--- src/mrac_pkg.sv ---
// Purpose: Shared constants and types for the mode, reset and access control block
// Assumes: 32-bit AXI4-Lite register access, one aligned word per register
// Notes:   Offsets are byte addresses
package mrac_pkg;

	localparam int unsigned MRAC_PW_W = 32;

	// Register byte offsets
	localparam logic [7:0] MRAC_OFS_CMD    = 8'h00;
	localparam logic [7:0] MRAC_OFS_PW     = 8'h04;
	localparam logic [7:0] MRAC_OFS_ARG    = 8'h08;
	localparam logic [7:0] MRAC_OFS_STATUS = 8'h0c;
	localparam logic [7:0] MRAC_OFS_RESULT = 8'h10;
	localparam logic [7:0] MRAC_OFS_CFG    = 8'h14;
	localparam logic [7:0] MRAC_OFS_ERRLOG = 8'h18;
	localparam logic [7:0] MRAC_OFS_EVENT  = 8'h1c;

	// Status word field positions
	localparam int unsigned MRAC_ST_MODE_LSB = 0;
	localparam int unsigned MRAC_ST_LOCK     = 4;
	localparam int unsigned MRAC_ST_PWSET    = 5;
	localparam int unsigned MRAC_ST_RUN      = 6;
	localparam int unsigned MRAC_ST_SAFECONN = 7;
	localparam int unsigned MRAC_ST_BUSY     = 8;

	// Reset values
	localparam logic [31:0] MRAC_CFG_DEFAULT = 32'h0000_0000;
	localparam logic [MRAC_PW_W-1:0] MRAC_PW_NONE = 32'h0000_0000;

	// Self-diagnostic duration in cycles
	localparam int unsigned MRAC_DIAG_CYCLES = 16;
	localparam logic [4:0] MRAC_DIAG_LAST = 5'h0f;

	typedef enum logic [3:0]
	{
		MRAC_CMD_NONE     = 4'h0,
		MRAC_CMD_RST_PWR  = 4'h1,
		MRAC_CMD_RST_ALL  = 4'h2,
		MRAC_CMD_RST_KEEP = 4'h3,
		MRAC_CMD_LOCK     = 4'h4,
		MRAC_CMD_UNLOCK   = 4'h5,
		MRAC_CMD_DOWNLOAD = 4'h6,
		MRAC_CMD_TO_RUN   = 4'h7,
		MRAC_CMD_TO_IDLE  = 4'h8,
		MRAC_CMD_SET_PW   = 4'h9
	} mrac_cmd_t;

	typedef enum logic [2:0]
	{
		MRAC_MODE_DIAG  = 3'h0,
		MRAC_MODE_CONF  = 3'h1,
		MRAC_MODE_IDLE  = 3'h2,
		MRAC_MODE_RUN   = 3'h3,
		MRAC_MODE_ABORT = 3'h4,
		MRAC_MODE_CRIT  = 3'h5
	} mrac_mode_t;

	typedef enum logic [1:0]
	{
		MRAC_RES_NONE = 2'h0,
		MRAC_RES_OK   = 2'h1,
		MRAC_RES_ERR  = 2'h2
	} mrac_res_t;

	// Function enables per mode
	typedef struct packed
	{
		logic user_prog;
		logic safety_io;
		logic safety_refresh;
		logic std_io;
		logic msg;
		logic safe_state;
	} mrac_func_t;

	// One command as seen by the mode engine: command write plus held password and argument
	typedef struct packed
	{
		mrac_cmd_t              cmd;
		logic [MRAC_PW_W-1:0]   pw;
		logic [31:0]            arg;
	} mrac_req_t;

endpackage

--- src/mrac_ctrl.sv ---
// Purpose: Operating mode tracking, reset services and password gated access control
// Assumes: Configuration tool commands arrive as register writes over AXI4-Lite
// Notes:   Nonvolatile storage is modelled by registers that the power-cycle reset service spares
`timescale 1ns/1ns

////////////////////////////////////////////////////////////////////////////////
module mrac_ctrl
	import mrac_pkg::*;
#(
	parameter int unsigned SW_W = 8
)
(
	input  wire logic            core_clk_i,
	input  wire logic            rst_n_i,
	input  wire logic [7:0]      awaddr_i,
	input  wire logic            awvalid_i,
	output logic                 awready_o,
	input  wire logic [31:0]     wdata_i,
	input  wire logic [3:0]      wstrb_i,
	input  wire logic            wvalid_i,
	output logic                 wready_o,
	output logic [1:0]           bresp_o,
	output logic                 bvalid_o,
	input  wire logic            bready_i,
	input  wire logic [7:0]      araddr_i,
	input  wire logic            arvalid_i,
	output logic                 arready_o,
	output logic [31:0]          rdata_o,
	output logic [1:0]           rresp_o,
	output logic                 rvalid_o,
	input  wire logic            rready_i,
	input  wire logic [SW_W-1:0] switch_i,
	input  wire logic            critical_fault_i,
	input  wire logic            diag_fail_i,
	input  wire logic            safety_conn_i,
	input  wire logic            log_error_i,
	output mrac_func_t           func_en_o,
	output logic [2:0]           module_state_indicator_o,
	output logic                 restart_o
);

	logic        wr_en;
	logic [7:0]  wr_addr;
	logic [31:0] wr_data;
	logic [3:0]  wr_strb;
	logic        wr_ok;
	logic [7:0]  rd_addr;
	logic [31:0] rd_data;
	logic        rd_ok;

	mrac_mode_t           mode_r;
	logic [4:0]           diag_cnt_r;
	logic                 lock_r;
	logic                 cfg_valid_r;
	logic [31:0]          cfg_r;
	logic [MRAC_PW_W-1:0] pw_r;
	logic                 pw_set_r;
	logic [15:0]          errlog_r;
	logic [MRAC_PW_W-1:0] pw_in_r;
	logic [31:0]          arg_r;
	logic [SW_W-1:0]      sw_cfg_r;
	logic                 safe_conn_r;
	mrac_res_t            result_r;
	logic [7:0]           evt_cnt_r;
	logic                 restart_r;

	mrac_req_t            req;
	logic                 cmd_wr;
	logic                 pw_ok;
	logic                 accept;
	logic                 is_reset;
	logic                 do_pwr;
	logic                 do_all;
	logic                 do_keep;

	mrac_axil_slave u_slave
	(
		.core_clk_i (core_clk_i),
		.rst_n_i    (rst_n_i),
		.awaddr_i   (awaddr_i),
		.awvalid_i  (awvalid_i),
		.awready_o  (awready_o),
		.wdata_i    (wdata_i),
		.wstrb_i    (wstrb_i),
		.wvalid_i   (wvalid_i),
		.wready_o   (wready_o),
		.bresp_o    (bresp_o),
		.bvalid_o   (bvalid_o),
		.bready_i   (bready_i),
		.araddr_i   (araddr_i),
		.arvalid_i  (arvalid_i),
		.arready_o  (arready_o),
		.rdata_o    (rdata_o),
		.rresp_o    (rresp_o),
		.rvalid_o   (rvalid_o),
		.rready_i   (rready_i),
		.wr_en_o    (wr_en),
		.wr_addr_o  (wr_addr),
		.wr_data_o  (wr_data),
		.wr_strb_o  (wr_strb),
		.wr_ok_i    (wr_ok),
		.rd_addr_o  (rd_addr),
		.rd_data_i  (rd_data),
		.rd_ok_i    (rd_ok)
	);

	function automatic logic [31:0] merge_bytes(input logic [31:0] old, input logic [31:0] nw,
		input logic [3:0] strb);
		logic [31:0] res;
		res = old;
		for (int i = 0; i < 4; i++)
		begin
			if (strb[i])
				res[i*8 +: 8] = nw[i*8 +: 8];
		end
		return res;
	endfunction

	////////////////////////////////////////////////////////////////////////////////
	// Command decode and acceptance

	assign cmd_wr   = wr_en && (wr_addr == MRAC_OFS_CMD);
	assign req      = '{cmd: mrac_cmd_t'(wr_data[3:0]),
		pw: pw_in_r,
		arg: arg_r};
	// With no password registered any supplied value passes
	assign pw_ok    = !pw_set_r || (req.pw == pw_r);
	assign is_reset = (req.cmd == MRAC_CMD_RST_PWR) || (req.cmd == MRAC_CMD_RST_ALL) ||
		(req.cmd == MRAC_CMD_RST_KEEP);

	// Messaging is dead in critical error and during self-diagnosis
	logic msg_alive;
	assign msg_alive = (mode_r != MRAC_MODE_CRIT) && (mode_r != MRAC_MODE_DIAG);

	always_comb
	begin
		accept = 1'b0;
		if (msg_alive && pw_ok)
		begin
			case (req.cmd)
				MRAC_CMD_RST_PWR:  accept = !safe_conn_r;
				MRAC_CMD_RST_ALL,
				MRAC_CMD_RST_KEEP: accept = !safe_conn_r && !lock_r;
				MRAC_CMD_LOCK:     accept = (mode_r == MRAC_MODE_IDLE) || (mode_r == MRAC_MODE_RUN);
				MRAC_CMD_UNLOCK:   accept = (mode_r == MRAC_MODE_IDLE) || (mode_r == MRAC_MODE_RUN);
				MRAC_CMD_DOWNLOAD: accept = !lock_r && (mode_r != MRAC_MODE_ABORT);
				MRAC_CMD_TO_RUN:   accept = (mode_r == MRAC_MODE_IDLE);
				MRAC_CMD_TO_IDLE:  accept = (mode_r == MRAC_MODE_RUN);
				MRAC_CMD_SET_PW:   accept = 1'b1;
				default:           accept = 1'b0;
			endcase
		end
	end

	assign do_pwr  = cmd_wr && accept && (req.cmd == MRAC_CMD_RST_PWR);
	assign do_all  = cmd_wr && accept && (req.cmd == MRAC_CMD_RST_ALL);
	assign do_keep = cmd_wr && accept && (req.cmd == MRAC_CMD_RST_KEEP);

	////////////////////////////////////////////////////////////////////////////////
	// Operating mode

	always_ff @(posedge core_clk_i)
	begin
		if (!rst_n_i)
		begin
			mode_r     <= MRAC_MODE_DIAG;
			diag_cnt_r <= 5'h00;
		end
		else if (critical_fault_i || (mode_r == MRAC_MODE_CRIT))
		begin
			mode_r <= MRAC_MODE_CRIT;
		end
		else if (do_pwr || do_all || do_keep)
		begin
			// Every reset service ends in an emulated power cycle
			mode_r     <= MRAC_MODE_DIAG;
			diag_cnt_r <= 5'h00;
		end
		else
		begin
			case (mode_r)
				MRAC_MODE_DIAG:
				begin
					if (diag_fail_i)
						mode_r <= MRAC_MODE_CRIT;
					else if (diag_cnt_r == MRAC_DIAG_LAST)
						mode_r <= cfg_valid_r ? MRAC_MODE_IDLE : MRAC_MODE_CONF;
					else
						diag_cnt_r <= diag_cnt_r + 5'h01;
				end
				MRAC_MODE_CONF:
				begin
					if (cmd_wr && accept && (req.cmd == MRAC_CMD_DOWNLOAD))
						mode_r <= MRAC_MODE_IDLE;
				end
				MRAC_MODE_IDLE:
				begin
					if (cfg_valid_r && (switch_i != sw_cfg_r))
						mode_r <= MRAC_MODE_ABORT;
					else if (cmd_wr && accept && (req.cmd == MRAC_CMD_TO_RUN))
						mode_r <= MRAC_MODE_RUN;
				end
				MRAC_MODE_RUN:
				begin
					if (cfg_valid_r && (switch_i != sw_cfg_r))
						mode_r <= MRAC_MODE_ABORT;
					else if (cmd_wr && accept && (req.cmd == MRAC_CMD_TO_IDLE))
						mode_r <= MRAC_MODE_IDLE;
				end
				MRAC_MODE_ABORT: mode_r <= MRAC_MODE_ABORT;
				MRAC_MODE_CRIT:  mode_r <= MRAC_MODE_CRIT;
				default:         mode_r <= MRAC_MODE_CRIT;
			endcase
		end
	end

	////////////////////////////////////////////////////////////////////////////////
	// Nonvolatile configuration, lock and password

	// Soft resets never touch lock_r or sw_cfg_r; reset-all restores configuration and password, keep-reset the password and unmasked configuration bits
	always_ff @(posedge core_clk_i)
	begin
		if (!rst_n_i)
		begin
			cfg_r       <= MRAC_CFG_DEFAULT;
			cfg_valid_r <= 1'b0;
			sw_cfg_r    <= '0;
			lock_r      <= 1'b0;
			pw_r        <= MRAC_PW_NONE;
			pw_set_r    <= 1'b0;
		end
		else if (do_all)
		begin
			cfg_r       <= MRAC_CFG_DEFAULT;
			cfg_valid_r <= 1'b0;
			pw_r        <= MRAC_PW_NONE;
			pw_set_r    <= 1'b0;
		end
		else if (do_keep)
		begin
			// Argument bits mark configuration bits to preserve
			cfg_r       <= (cfg_r & req.arg) | (MRAC_CFG_DEFAULT & ~req.arg);
			cfg_valid_r <= 1'b0;
			pw_r        <= MRAC_PW_NONE;
			pw_set_r    <= 1'b0;
		end
		else if (cmd_wr && accept)
		begin
			case (req.cmd)
				MRAC_CMD_DOWNLOAD:
				begin
					cfg_r       <= req.arg;
					cfg_valid_r <= 1'b1;
					sw_cfg_r    <= switch_i;
				end
				MRAC_CMD_LOCK:   lock_r <= 1'b1;
				MRAC_CMD_UNLOCK: lock_r <= 1'b0;
				MRAC_CMD_SET_PW:
				begin
					pw_r     <= req.arg;
					pw_set_r <= 1'b1;
				end
				default: lock_r <= lock_r;
			endcase
		end
	end

	////////////////////////////////////////////////////////////////////////////////
	// Error log, safety connection latch, request holding registers

	always_ff @(posedge core_clk_i)
	begin
		if (!rst_n_i)
			errlog_r <= 16'h0000;
		else if (do_all || do_keep)
			errlog_r <= 16'h0000;
		else if (log_error_i && (errlog_r != 16'hffff))
			errlog_r <= errlog_r + 16'h0001;
	end

	always_ff @(posedge core_clk_i)
	begin
		if (!rst_n_i)
			safe_conn_r <= 1'b0;
		else if (do_pwr || do_all || do_keep || (mode_r != MRAC_MODE_RUN))
			safe_conn_r <= 1'b0;
		else if (safety_conn_i)
			safe_conn_r <= 1'b1;
	end

	always_ff @(posedge core_clk_i)
	begin
		if (!rst_n_i)
		begin
			pw_in_r <= '0;
			arg_r   <= 32'h0000_0000;
		end
		else if (wr_en && (wr_addr == MRAC_OFS_PW))
			pw_in_r <= merge_bytes(pw_in_r, wr_data, wr_strb);
		else if (wr_en && (wr_addr == MRAC_OFS_ARG))
			arg_r <= merge_bytes(arg_r, wr_data, wr_strb);
	end

	always_ff @(posedge core_clk_i)
	begin
		if (!rst_n_i)
		begin
			result_r  <= MRAC_RES_NONE;
			evt_cnt_r <= 8'h00;
			restart_r <= 1'b0;
		end
		else
		begin
			restart_r <= do_pwr || do_all || do_keep;
			if (cmd_wr)
			begin
				result_r  <= accept ? MRAC_RES_OK : MRAC_RES_ERR;
				evt_cnt_r <= evt_cnt_r + 8'h01;
			end
		end
	end

	////////////////////////////////////////////////////////////////////////////////
	// Register map; a refused command answers SLVERR

	always_comb
	begin
		wr_ok = 1'b1;
		case (wr_addr)
			MRAC_OFS_CMD: wr_ok = accept;
			MRAC_OFS_PW,
			MRAC_OFS_ARG: wr_ok = 1'b1;
			default:      wr_ok = 1'b0;
		endcase
	end

	always_comb
	begin
		rd_data = 32'h0000_0000;
		rd_ok   = 1'b1;
		case (rd_addr)
			MRAC_OFS_CMD,
			MRAC_OFS_PW:     rd_data = 32'h0000_0000;
			MRAC_OFS_ARG:    rd_data = arg_r;
			MRAC_OFS_STATUS:
			begin
				rd_data[MRAC_ST_MODE_LSB +: 3] = mode_r;
				rd_data[MRAC_ST_LOCK]          = lock_r;
				rd_data[MRAC_ST_PWSET]         = pw_set_r;
				rd_data[MRAC_ST_RUN]           = (mode_r == MRAC_MODE_RUN);
				rd_data[MRAC_ST_SAFECONN]      = safe_conn_r;
				rd_data[MRAC_ST_BUSY]          = (mode_r == MRAC_MODE_DIAG);
			end
			MRAC_OFS_RESULT: rd_data = {24'h000000, evt_cnt_r[5:0], result_r};
			MRAC_OFS_CFG:    rd_data = cfg_r;
			MRAC_OFS_ERRLOG: rd_data = {16'h0000, errlog_r};
			MRAC_OFS_EVENT:  rd_data = {24'h000000, evt_cnt_r};
			default:         rd_ok   = 1'b0;
		endcase
	end

	////////////////////////////////////////////////////////////////////////////////
	// Function enables per mode

	always_comb
	begin
		func_en_o = '0;
		func_en_o.safe_state = 1'b1;
		case (mode_r)
			MRAC_MODE_RUN:
			begin
				func_en_o = '{1'b1, 1'b1, 1'b1, 1'b1, 1'b1, 1'b0};
			end
			MRAC_MODE_IDLE:  func_en_o = '{1'b0, 1'b0, 1'b0, 1'b1, 1'b1, 1'b1};
			MRAC_MODE_CONF,
			MRAC_MODE_ABORT: func_en_o.msg = 1'b1;
			default:         func_en_o.msg = 1'b0;
		endcase
	end

	assign module_state_indicator_o = mode_r;
	assign restart_o                = restart_r;

endmodule

--- src/mrac_axil_slave.sv ---
// Purpose: AXI4-Lite slave front end for the mode, reset and access control block
// Assumes: One write and one read outstanding at most
// Notes:   Unmapped addresses answer SLVERR; write address and data taken in either order
`timescale 1ns/1ns
module mrac_axil_slave
	import mrac_pkg::*;
(
	input  wire logic        core_clk_i,
	input  wire logic        rst_n_i,
	input  wire logic [7:0]  awaddr_i,
	input  wire logic        awvalid_i,
	output logic             awready_o,
	input  wire logic [31:0] wdata_i,
	input  wire logic [3:0]  wstrb_i,
	input  wire logic        wvalid_i,
	output logic             wready_o,
	output logic [1:0]       bresp_o,
	output logic             bvalid_o,
	input  wire logic        bready_i,
	input  wire logic [7:0]  araddr_i,
	input  wire logic        arvalid_i,
	output logic             arready_o,
	output logic [31:0]      rdata_o,
	output logic [1:0]       rresp_o,
	output logic             rvalid_o,
	input  wire logic        rready_i,
	output logic             wr_en_o,
	output logic [7:0]       wr_addr_o,
	output logic [31:0]      wr_data_o,
	output logic [3:0]       wr_strb_o,
	input  wire logic        wr_ok_i,
	output logic [7:0]       rd_addr_o,
	input  wire logic [31:0] rd_data_i,
	input  wire logic        rd_ok_i
);

	logic        aw_held_r;
	logic        w_held_r;
	logic [7:0]  aw_addr_r;
	logic [31:0] w_data_r;
	logic [3:0]  w_strb_r;

	assign awready_o = !aw_held_r && !bvalid_o;
	assign wready_o  = !w_held_r && !bvalid_o;
	assign arready_o = !rvalid_o;

	assign wr_en_o   = aw_held_r && w_held_r;
	assign wr_addr_o = aw_addr_r;
	assign wr_data_o = w_data_r;
	assign wr_strb_o = w_strb_r;
	assign rd_addr_o = araddr_i;

	always_ff @(posedge core_clk_i)
	begin
		if (!rst_n_i)
		begin
			aw_held_r <= 1'b0;
			w_held_r  <= 1'b0;
			aw_addr_r <= 8'h00;
			w_data_r  <= 32'h0000_0000;
			w_strb_r  <= 4'h0;
		end
		else if (wr_en_o)
		begin
			aw_held_r <= 1'b0;
			w_held_r  <= 1'b0;
		end
		else
		begin
			if (awvalid_i && awready_o)
			begin
				aw_held_r <= 1'b1;
				aw_addr_r <= awaddr_i;
			end
			if (wvalid_i && wready_o)
			begin
				w_held_r <= 1'b1;
				w_data_r <= wdata_i;
				w_strb_r <= wstrb_i;
			end
		end
	end

	always_ff @(posedge core_clk_i)
	begin
		if (!rst_n_i)
		begin
			bvalid_o <= 1'b0;
			bresp_o  <= 2'h0;
		end
		else if (wr_en_o)
		begin
			bvalid_o <= 1'b1;
			bresp_o  <= wr_ok_i ? 2'h0 : 2'h2;
		end
		else if (bready_i)
		begin
			bvalid_o <= 1'b0;
		end
	end

	always_ff @(posedge core_clk_i)
	begin
		if (!rst_n_i)
		begin
			rvalid_o <= 1'b0;
			rdata_o  <= 32'h0000_0000;
			rresp_o  <= 2'h0;
		end
		else if (arvalid_i && arready_o)
		begin
			rvalid_o <= 1'b1;
			rdata_o  <= rd_data_i;
			rresp_o  <= rd_ok_i ? 2'h0 : 2'h2;
		end
		else if (rready_i)
		begin
			rvalid_o <= 1'b0;
		end
	end

endmodule

--- config.mk ---
export PLATFORM = sky130hd
export DESIGN_NAME = mrac_ctrl
export DESIGN_NICKNAME = d
export VERILOG_FILES = /design/src/mrac_pkg.sv /design/src/mrac_ctrl.sv /design/src/mrac_axil_slave.sv
export SDC_FILE = /design/constraint.sdc
export NUM_CORES = 1
export LEC_CHECK = 0
export BUFFER_PORTS_ARGS = -buffer_cell sky130_fd_sc_hd__buf_2
export CAP_MARGIN = 20
export CORE_AREA = 2 2 166 168
export DETAILED_ROUTE_END_ITERATION = 16
export DIE_AREA = 0 0 168 170
export GPL_TIMING_DRIVEN = 1
export PLACE_DENSITY_LB_ADDON = 0.05
export SYNTH_ARGS = -nofsm -noshare
export SYNTH_HDL_FRONTEND = slang
export SYNTH_SLANG_ARGS = --single-unit
export TNS_END_PERCENT = 50
--- constraint.sdc ---
create_clock -name core_clk_i -period 4.55 [get_ports core_clk_i]
set_input_delay 1.1375 -clock core_clk_i [delete_from_list [all_inputs] [get_ports core_clk_i]]
set_output_delay 1.1375 -clock core_clk_i [all_outputs]
set_load 0.01 [all_outputs]
==> impl_metrics.prom, run 1 <==
# TYPE chip_impl_metric gauge
chip_impl_metric{name="synth_async_sr_flop_share",unit="%"} 0
chip_impl_info{name="cpMostUsedCell",value="sky130_fd_sc_hd__a21oi_1"} 1
chip_impl_metric{name="finalNetCount",unit=""} 1502
chip_impl_metric{name="p_clk_share",unit="%"} 46.9
chip_impl_info{name="ys_top_cells_by_area",value="sky130_fd_sc_hd__dfxtp_1, sky130_fd_sc_hd__a21oi_1, sky130_fd_sc_hd__nand2_1"} 1
chip_impl_metric{name="starting_density_of_the_core",unit="%"} 39.9
chip_impl_metric{name="placement.io_buffers",unit=""} 119
chip_impl_metric{name="finalWorstSetupSlack",unit="ns"} 1.44
chip_impl_metric{name="design_area",unit="mm²"} 0.0124
chip_impl_metric{name="r2r.worst_path.cells",unit=""} 8
chip_impl_metric{name="io_pins",unit=""} 122
chip_impl_metric{name="fp.dieArea",unit="mm²"} 0.0286
chip_impl_metric{name="postCtsResizedCells",unit=""} 0
chip_impl_info{name="worstHoldStart",value="u_slave.wr_addr_o[1]"} 1
chip_impl_metric{name="slowest_delay",unit="ns"} 0.69
chip_impl_metric{name="share_comb_of_total_power",unit="%"} 5.0
chip_impl_metric{name="final_worst_clock_skew",unit="ns"} 0.0152
chip_impl_metric{name="worst_setup_hold_path_clk_slew",unit="ns"} 0.06
chip_impl_metric{name="fp-row-count",unit=""} 60
chip_impl_info{name="hold_path_class",value="reg2reg"} 1
chip_impl_metric{name="timing_max_transition_violations_final",unit=""} 0
chip_impl_metric{name="timing.critical_path.buf_inv",unit=""} 0
chip_impl_metric{name="holdBufCountCts",unit=""} 0
chip_impl_metric{name="grt_remaining_overflow",unit=""} 0
chip_impl_info{name="setup.worst_path.start_class",value="flop"} 1
chip_impl_metric{name="hold-worst-slack",unit="ns"} 0.455
chip_impl_info{name="worstHoldEndpoint",value="u_slave.wr_addr_o[1]"} 1
chip_impl_metric{name="layout.core_utilization",unit="%"} 46.5
chip_impl_metric{name="floorplan.die.height",unit="µm"} 170
chip_impl_metric{name="clkSinkCount",unit=""} 257
chip_impl_metric{name="floorplan.die.width",unit="µm"} 168
chip_impl_metric{name="total_negative_setup_slack",unit="ns"} 0
chip_impl_info{name="worst_path_max_delay_cell",value="sky130_fd_sc_hd__a31o_2"} 1
chip_impl_metric{name="first_pass_iters",unit=""} 6
chip_impl_metric{name="tightestPinTransition",unit="ns"} 0.928
chip_impl_metric{name="vdd.ir_drop.worst",unit="mV"} 0.223
chip_impl_metric{name="power.density",unit="mW/mm²"} 392
chip_impl_metric{name="area_of_the_mapped_netlist",unit="mm²"} 0.0106
chip_impl_metric{name="cp_data_required_time",unit="ns"} 4.95
chip_impl_metric{name="cts_setup_buffers",unit=""} 0
chip_impl_metric{name="insertedDiodeCount",unit=""} 0
chip_impl_metric{name="worstPathArrival",unit="ns"} 3.51
chip_impl_info{name="timing.rr.end",value="cfg_r[14]"} 1
chip_impl_metric{name="hold_violations",unit=""} 0
chip_impl_metric{name="regToRegSetupSlack",unit="ns"} 1.44
chip_impl_info{name="rr_startpoint",value="u_slave.wr_data_o[2]"} 1
chip_impl_metric{name="core_region_area",unit="mm²"} 0.0267
chip_impl_metric{name="fill_cells",unit=""} 2777
chip_impl_info{name="critical_path.endpoint_type",value="flop"} 1
chip_impl_metric{name="routabilityCongestion",unit=""} 0.754
chip_impl_metric{name="timing.final.crit_period",unit="ns"} 3.11
chip_impl_metric{name="drt_iter0_drc",unit=""} 731
chip_impl_metric{name="cellLeakagePower",unit="µW"} 0.00463
chip_impl_metric{name="layout-area-overhead-vs-synth",unit="%"} 16.7
chip_impl_metric{name="place_ws",unit="ns"} 1.07
chip_impl_metric{name="routed_wl",unit="µm"} 29700
chip_impl_metric{name="share_of_cells_above_drive_strength_1",unit="%"} 13.1
chip_impl_info{name="layout_commonest_cell",value="sky130_fd_sc_hd__nand2_1"} 1
chip_impl_metric{name="synth.top_cell.area_share",unit="%"} 48.4
chip_impl_info{name="synth-main-ff-cell",value="sky130_fd_sc_hd__dfxtp_1"} 1
chip_impl_metric{name="cap_viol_max_count",unit=""} 0
chip_impl_info{name="synthDominantAreaCellType",value="sky130_fd_sc_hd__dfxtp_1"} 1
chip_impl_metric{name="max_h_tree_level",unit=""} 1
chip_impl_metric{name="grt_use_total",unit="%"} 20.4
chip_impl_metric{name="detailroute.via_count",unit=""} 9370
chip_impl_metric{name="detail-route-antenna-nets",unit=""} 0
chip_impl_metric{name="power_switching_share",unit="%"} 22.9
chip_impl_metric{name="netlist_instances",unit=""} 1343
chip_impl_metric{name="grt_pass1_vias",unit=""} 8545
chip_impl_metric{name="grt_antenna_before_repair",unit=""} 0
chip_impl_metric{name="power.switching",unit="µW"} 1120
chip_impl_info{name="layout_common_cells",value="sky130_fd_sc_hd__nand2_1, sky130_fd_sc_hd__dfxtp_1, sky130_fd_sc_hd__a21oi_1"} 1
chip_impl_metric{name="yosysWarnings",unit=""} 0
chip_impl_metric{name="whs_path_depth",unit=""} 2
chip_impl_metric{name="synth.avg_cell_area",unit="µm²"} 7.91
chip_impl_metric{name="dp_hpwl",unit="µm"} 19800
chip_impl_info{name="cts_tree",value="done"} 1
chip_impl_info{name="cpLargestDelayFamily",value="compound AO/OA/AOI/OAI gates"} 1
chip_impl_metric{name="synth-seq-cells",unit=""} 257
chip_impl_metric{name="ratio_of_routed_vias_to_standard_cells",unit=""} 5.24
chip_impl_info{name="timing_worst_setup_path_type",value="reg2reg"} 1
chip_impl_metric{name="routed_wire_length_per_instance",unit="µm"} 16.6
chip_impl_metric{name="clk_latency",unit="ns"} 0.55
chip_impl_metric{name="clk_path_buf_depth",unit=""} 3
chip_impl_metric{name="fmaxAchievable",unit="MHz"} 321
chip_impl_metric{name="ys_types",unit=""} 55
chip_impl_metric{name="critPathMaxFanout",unit=""} 32
chip_impl_info{name="cts_root_buffer",value="sky130_fd_sc_hd__clkbuf_16"} 1
chip_impl_metric{name="design_internal_power",unit="µW"} 3750
chip_impl_info{name="timing.critical_path.cells",value="nand2b_1 > nor3_1 > a21oi_1 > a211oi_2 > nand3_2 > nor2_1 > a31o_2 > a21oi_1"} 1
chip_impl_metric{name="dpl_cell_area",unit="mm²"} 0.0114
chip_impl_metric{name="cts-buffers-inserted",unit=""} 29
chip_impl_metric{name="slew_headroom",unit="%"} 37.6
chip_impl_metric{name="synth_enable_flop_cells",unit=""} 0
chip_impl_metric{name="route.detailed.drc",unit=""} 0
chip_impl_metric{name="synth.yosys.seq_area_share",unit="%"} 48.4
chip_impl_info{name="grt_setup_unrepaired",value="false"} 1
chip_impl_metric{name="grt_pass1_wl",unit="µm"} 47300
chip_impl_info{name="run_status",value="completed"} 1
chip_impl_metric{name="pwr-share-seq",unit="%"} 48.1
chip_impl_metric{name="timing.final.setup_violations",unit=""} 0
chip_impl_metric{name="finalCritPeriodShare",unit="%"} 68.4
chip_impl_metric{name="maximum_number_of_pins_on_one_net_before_global_route_repair",unit=""} 122
power groups by stage:
stage | Sequential (µW) | Clock, µW | Combinational, µW
after floorplan | 2360 | 0 | 168
after global placement | 2390 | 0 | 240
after detailed placement | 2390 | 0 | 242
after CTS | 2340 | 2350 | 242
after global routing | 2350 | 2440 | 275
final | 2340 | 2280 | 244
cell families after synthesis:
| family | share of synthesized area, % |
|---|---|
| AND/OR/NAND/NOR | 21.7 |
| AO/OA/AOI/OAI | 18.2 |
| flip-flops | 48.4 |
| buffers and inverters | 4.98 |
| XOR/XNOR | 5.03 |
| multiplexers | 1.14 |
| adder cells (fa/ha/maj) | 0.471 |
| other | 0.0353 |
worst max path at each step:
stage,slack (ns),depth (start not counted),to,start
final,1.44,8,cfg_r[14],u_slave.wr_data_o[2]
after global routing,1.15,8,cfg_r[20],u_slave.wr_data_o[2]
after CTS,1.43,8,cfg_r[6],u_slave.wr_data_o[2]
after detailed placement,1.07,11,u_slave.rdata_o[24],araddr_i[5]
after global placement,1.14,11,u_slave.rdata_o[16],araddr_i[5]
after floorplan,1.52,10,u_slave.rdata_o[10],araddr_i[5]
metal layers:
metal	vias up	GRT usage, %	routed length [µm]
met4	0	3.97	362
met5	-	0	0
met2	236	30.3	12300
met1	4374	31.5	15500
li1	4728	-	-
met3	32	2.84	1580
final cells by class:
class,count,area [µm²],area share (%)
Timing Repair Buffer,138,781,6.30
Sequential cell,257,5140,41.5
Clock inverter,6,86.3,0.696
Tap cell,341,427,3.44
Inverter,40,153,1.23
Clock buffer,46,840,6.77
Multi-Input combinational cell,961,4970,40.1
flip-flops by register name, summed over array words and instances, names as in the netlist, 2 cells and up:
register	count
arg_r	32
cfg_r	32
diag_cnt_r	5
errlog_r	16
evt_cnt_r	8
module_state_indicator_o	3
pw_in_r	32
pw_r	32
result_r	2
sw_cfg_r	8
u_slave.rdata_o	32
u_slave.wr_addr_o	8
u_slave.wr_data_o	32
u_slave.wr_strb_o	4
worst min-delay path: cells and delay by family, from the launching register on:
family / cells / cell delay, ns
compound gates: 1 / 0.05
simple gates: 1 / 0.05
flops: 1 / 0.31
through the flow:
stage          power [µW]  cells
2_1_floorplan        2530   1344
3_3_place_gp         2630   1735
3_5_place_dp         2630   1736
4_1_cts              4930   1788
5_1_grt              5060   1789
6_report             4860   1789
cells in the mapped netlist (all sizes together) (14+ instances only):
master    n
a22oi    23
o21ai    44
nand2   301
xnor2    14
a21oi   236
nand4    16
clkbuf   64
inv      40
dfxtp   257
nor3     15
xor2     47
buf      22
nor2    109
nand3    43
Power figures use the tool's default switching activity.
==> inputs of run 2 (changes only) <==
clock period = 3.09 ns   (was 4.55 ns; I/O delays follow)
==> impl_metrics.prom, run 2 (synthesis gave the netlist of run 1 again) <==
# TYPE chip_impl_metric gauge
chip_impl_metric{name="grt_remaining_overflow",unit=""} 0
chip_impl_metric{name="io_pins",unit=""} 122
chip_impl_metric{name="worst_setup_hold_path_clk_slew",unit="ns"} 0.06
chip_impl_metric{name="grt_pass1_wl",unit="µm"} 48600
chip_impl_metric{name="fp.dieArea",unit="mm²"} 0.0286
chip_impl_metric{name="dp_hpwl",unit="µm"} 20200
chip_impl_metric{name="cp_data_required_time",unit="ns"} 3.50
chip_impl_metric{name="hold_violations",unit=""} 0
chip_impl_metric{name="core_region_area",unit="mm²"} 0.0267
chip_impl_metric{name="first_pass_iters",unit=""} 5
chip_impl_metric{name="grt_pass1_vias",unit=""} 8755
chip_impl_info{name="hold_path_class",value="in2reg"} 1
chip_impl_metric{name="finalCritPeriodShare",unit="%"} 87.9
chip_impl_metric{name="fin_cells",unit=""} 1808
chip_impl_metric{name="design_area",unit="mm²"} 0.0127
chip_impl_info{name="crit_end",value="cfg_r[21]"} 1
chip_impl_metric{name="clk_path_buf_depth",unit=""} 3
chip_impl_info{name="critical_path.endpoint_type",value="flop"} 1
chip_impl_metric{name="dpl_cell_area",unit="mm²"} 0.0116
chip_impl_metric{name="holdBufCountCts",unit=""} 0
chip_impl_info{name="setup.worst_path.start_class",value="flop"} 1
chip_impl_metric{name="share_of_cells_above_drive_strength_1",unit="%"} 15.1
chip_impl_metric{name="cap_viol_max_count",unit=""} 0
chip_impl_metric{name="fill_cells",unit=""} 2671
chip_impl_metric{name="hold-worst-slack",unit="ns"} 0.409
chip_impl_metric{name="ratio_of_routed_vias_to_standard_cells",unit=""} 5.20
chip_impl_metric{name="whs_path_depth",unit=""} 2
chip_impl_metric{name="cts-buffers-inserted",unit=""} 29
chip_impl_metric{name="place.detailed.instances",unit=""} 1754
chip_impl_info{name="cts_root_buffer",value="sky130_fd_sc_hd__clkbuf_16"} 1
chip_impl_info{name="critPathLaunch",value="pw_in_r[18]"} 1
chip_impl_metric{name="floorplan.die.width",unit="µm"} 168
chip_impl_metric{name="layout-area-overhead-vs-synth",unit="%"} 19.2
chip_impl_metric{name="insertedDiodeCount",unit=""} 0
chip_impl_info{name="timing_worst_setup_path_type",value="reg2reg"} 1
chip_impl_info{name="layout_commonest_cell",value="sky130_fd_sc_hd__nand2_1"} 1
chip_impl_metric{name="timing.final.setup_violations",unit=""} 0
chip_impl_metric{name="floorplan.die.height",unit="µm"} 170
chip_impl_metric{name="routed_wire_length_per_instance",unit="µm"} 16.6
chip_impl_metric{name="total_negative_setup_slack",unit="ns"} 0
chip_impl_metric{name="timing.final.crit_period",unit="ns"} 2.72
chip_impl_metric{name="fp-row-count",unit=""} 60
chip_impl_info{name="layout_common_cells",value="sky130_fd_sc_hd__nand2_1, sky130_fd_sc_hd__dfxtp_1, sky130_fd_sc_hd__a21oi_1"} 1
chip_impl_metric{name="tightestPinTransition",unit="ns"} 0.845
chip_impl_metric{name="worstPathArrival",unit="ns"} 3.13
chip_impl_info{name="grt_setup_unrepaired",value="false"} 1
chip_impl_metric{name="finalWorstSetupSlack",unit="ns"} 0.374
chip_impl_metric{name="grt_use_total",unit="%"} 21.0
chip_impl_metric{name="place_ws",unit="ns"} 0.400
chip_impl_metric{name="postCtsResizedCells",unit=""} 0
chip_impl_metric{name="routed_wl",unit="µm"} 30000
chip_impl_metric{name="route.detailed.drc",unit=""} 0
chip_impl_metric{name="critPathMaxFanout",unit=""} 32
chip_impl_metric{name="max_h_tree_level",unit=""} 1
chip_impl_metric{name="clkSinkCount",unit=""} 257
chip_impl_metric{name="r2r.worst_path.cells",unit=""} 10
chip_impl_info{name="rr_startpoint",value="pw_in_r[18]"} 1
chip_impl_metric{name="vdd.ir_drop.worst",unit="mV"} 0.342
chip_impl_metric{name="area.sequential",unit="mm²"} 0.00514
chip_impl_metric{name="area_taken_by_multi_input_logic_gates",unit="mm²"} 0.00497
chip_impl_metric{name="slew_headroom",unit="%"} 43.4
chip_impl_metric{name="clk_latency",unit="ns"} 0.55
chip_impl_metric{name="detailroute.via_count",unit=""} 9409
chip_impl_metric{name="drt_iter0_drc",unit=""} 627
chip_impl_metric{name="maximum_number_of_pins_on_one_net_before_global_route_repair",unit=""} 59
chip_impl_metric{name="routabilityCongestion",unit=""} 0.808
chip_impl_metric{name="placement.io_buffers",unit=""} 119
chip_impl_metric{name="detail-route-antenna-nets",unit=""} 0
chip_impl_metric{name="cts_setup_buffers",unit=""} 0
chip_impl_metric{name="regToRegSetupSlack",unit="ns"} 0.37
chip_impl_metric{name="grt_antenna_before_repair",unit=""} 0
chip_impl_metric{name="starting_density_of_the_core",unit="%"} 39.9
chip_impl_info{name="run_status",value="completed"} 1
chip_impl_metric{name="timing_max_transition_violations_final",unit=""} 0
chip_impl_metric{name="cellLeakagePower",unit="µW"} 0.00479
chip_impl_info{name="timing.rr.end",value="cfg_r[21]"} 1
chip_impl_info{name="cts_tree",value="done"} 1
chip_impl_metric{name="final_worst_clock_skew",unit="ns"} 0.0178
chip_impl_metric{name="power.density",unit="mW/mm²"} 589
chip_impl_metric{name="fmaxAchievable",unit="MHz"} 368
chip_impl_metric{name="finalNetCount",unit=""} 1519
[run 2: changes by cell type in the layout (fill, tap and decap cells not counted), moves of 4 or more]
cell                       previous run  this run
sky130_fd_sc_hd__buf_4               15        30
sky130_fd_sc_hd__clkbuf_1            12         0
sky130_fd_sc_hd__clkinv_2             2         8
sky130_fd_sc_hd__buf_12               2         6
[run 2: through the flow]
step	util [%]	power [µW]
after global placement	43.7	3890
after CTS	47.5	7540
after global routing	47.5	7740
after detailed placement	43.7	3890
final	47.5	7460
after floorplan	-	3720
[run 2: final cells by class]
| cell class | instances | area share, % |
|---|---|---|
| flip-flops and latches | 257 | 40.6 |
| multi-input cells | 961 | 39.2 |
| repair buffers | 155 | 7.43 |
| clock buffers | 36 | 6.49 |
| well taps | 341 | 3.37 |
| clock inverters | 18 | 1.65 |
| inverters | 40 | 1.21 |
[run 2: worst min-delay path by stage]
stage	from	end	slack, ns
2_1_floorplan	diag_cnt_r[3]	diag_cnt_r[3]	0.42
6_report	rready_i	u_slave.rvalid_o	0.41
5_1_grt	rready_i	u_slave.rvalid_o	0.40
3_5_place_dp	u_slave.wr_addr_o[1]	u_slave.wr_addr_o[1]	0.45
3_3_place_gp	u_slave.wr_addr_o[1]	u_slave.wr_addr_o[1]	0.45
4_1_cts	rready_i	u_slave.rvalid_o	0.39
[run 2: power breakdown]
part	internal [µW]	total (µW)	switching, µW
Clock	2220	3650	1430
Sequential	3370	3430	68.0
Combinational	144	375	231
Total	5730	7460	1720
[run 2: per-layer routing]
layer | share of wire (%) | vias up | track usage [%] | wire length [µm]
li1 | - | 4772 | - | -
met1 | 51 | 4368 | 32.0 | 15300
met2 | 42 | 232 | 31.5 | 12600
met3 | 5.5 | 37 | 3.23 | 1630
met4 | 1.2 | 0 | 3.89 | 358
met5 | 0 | - | 0 | 0
[run 2: critical path, stage by stage (launching register included)]
cell	delay (ns)
sky130_fd_sc_hd__dfxtp_1	0.32
sky130_fd_sc_hd__xor2_1	0.17
sky130_fd_sc_hd__nor4_1	0.38
sky130_fd_sc_hd__nand4_1	0.18
sky130_fd_sc_hd__o21ai_1	0.16
sky130_fd_sc_hd__buf_4	0.17
sky130_fd_sc_hd__nand3_2	0.08
sky130_fd_sc_hd__buf_4	0.19
sky130_fd_sc_hd__nor3_4	0.12
sky130_fd_sc_hd__a31o_2	0.63
sky130_fd_sc_hd__a21oi_1	0.15
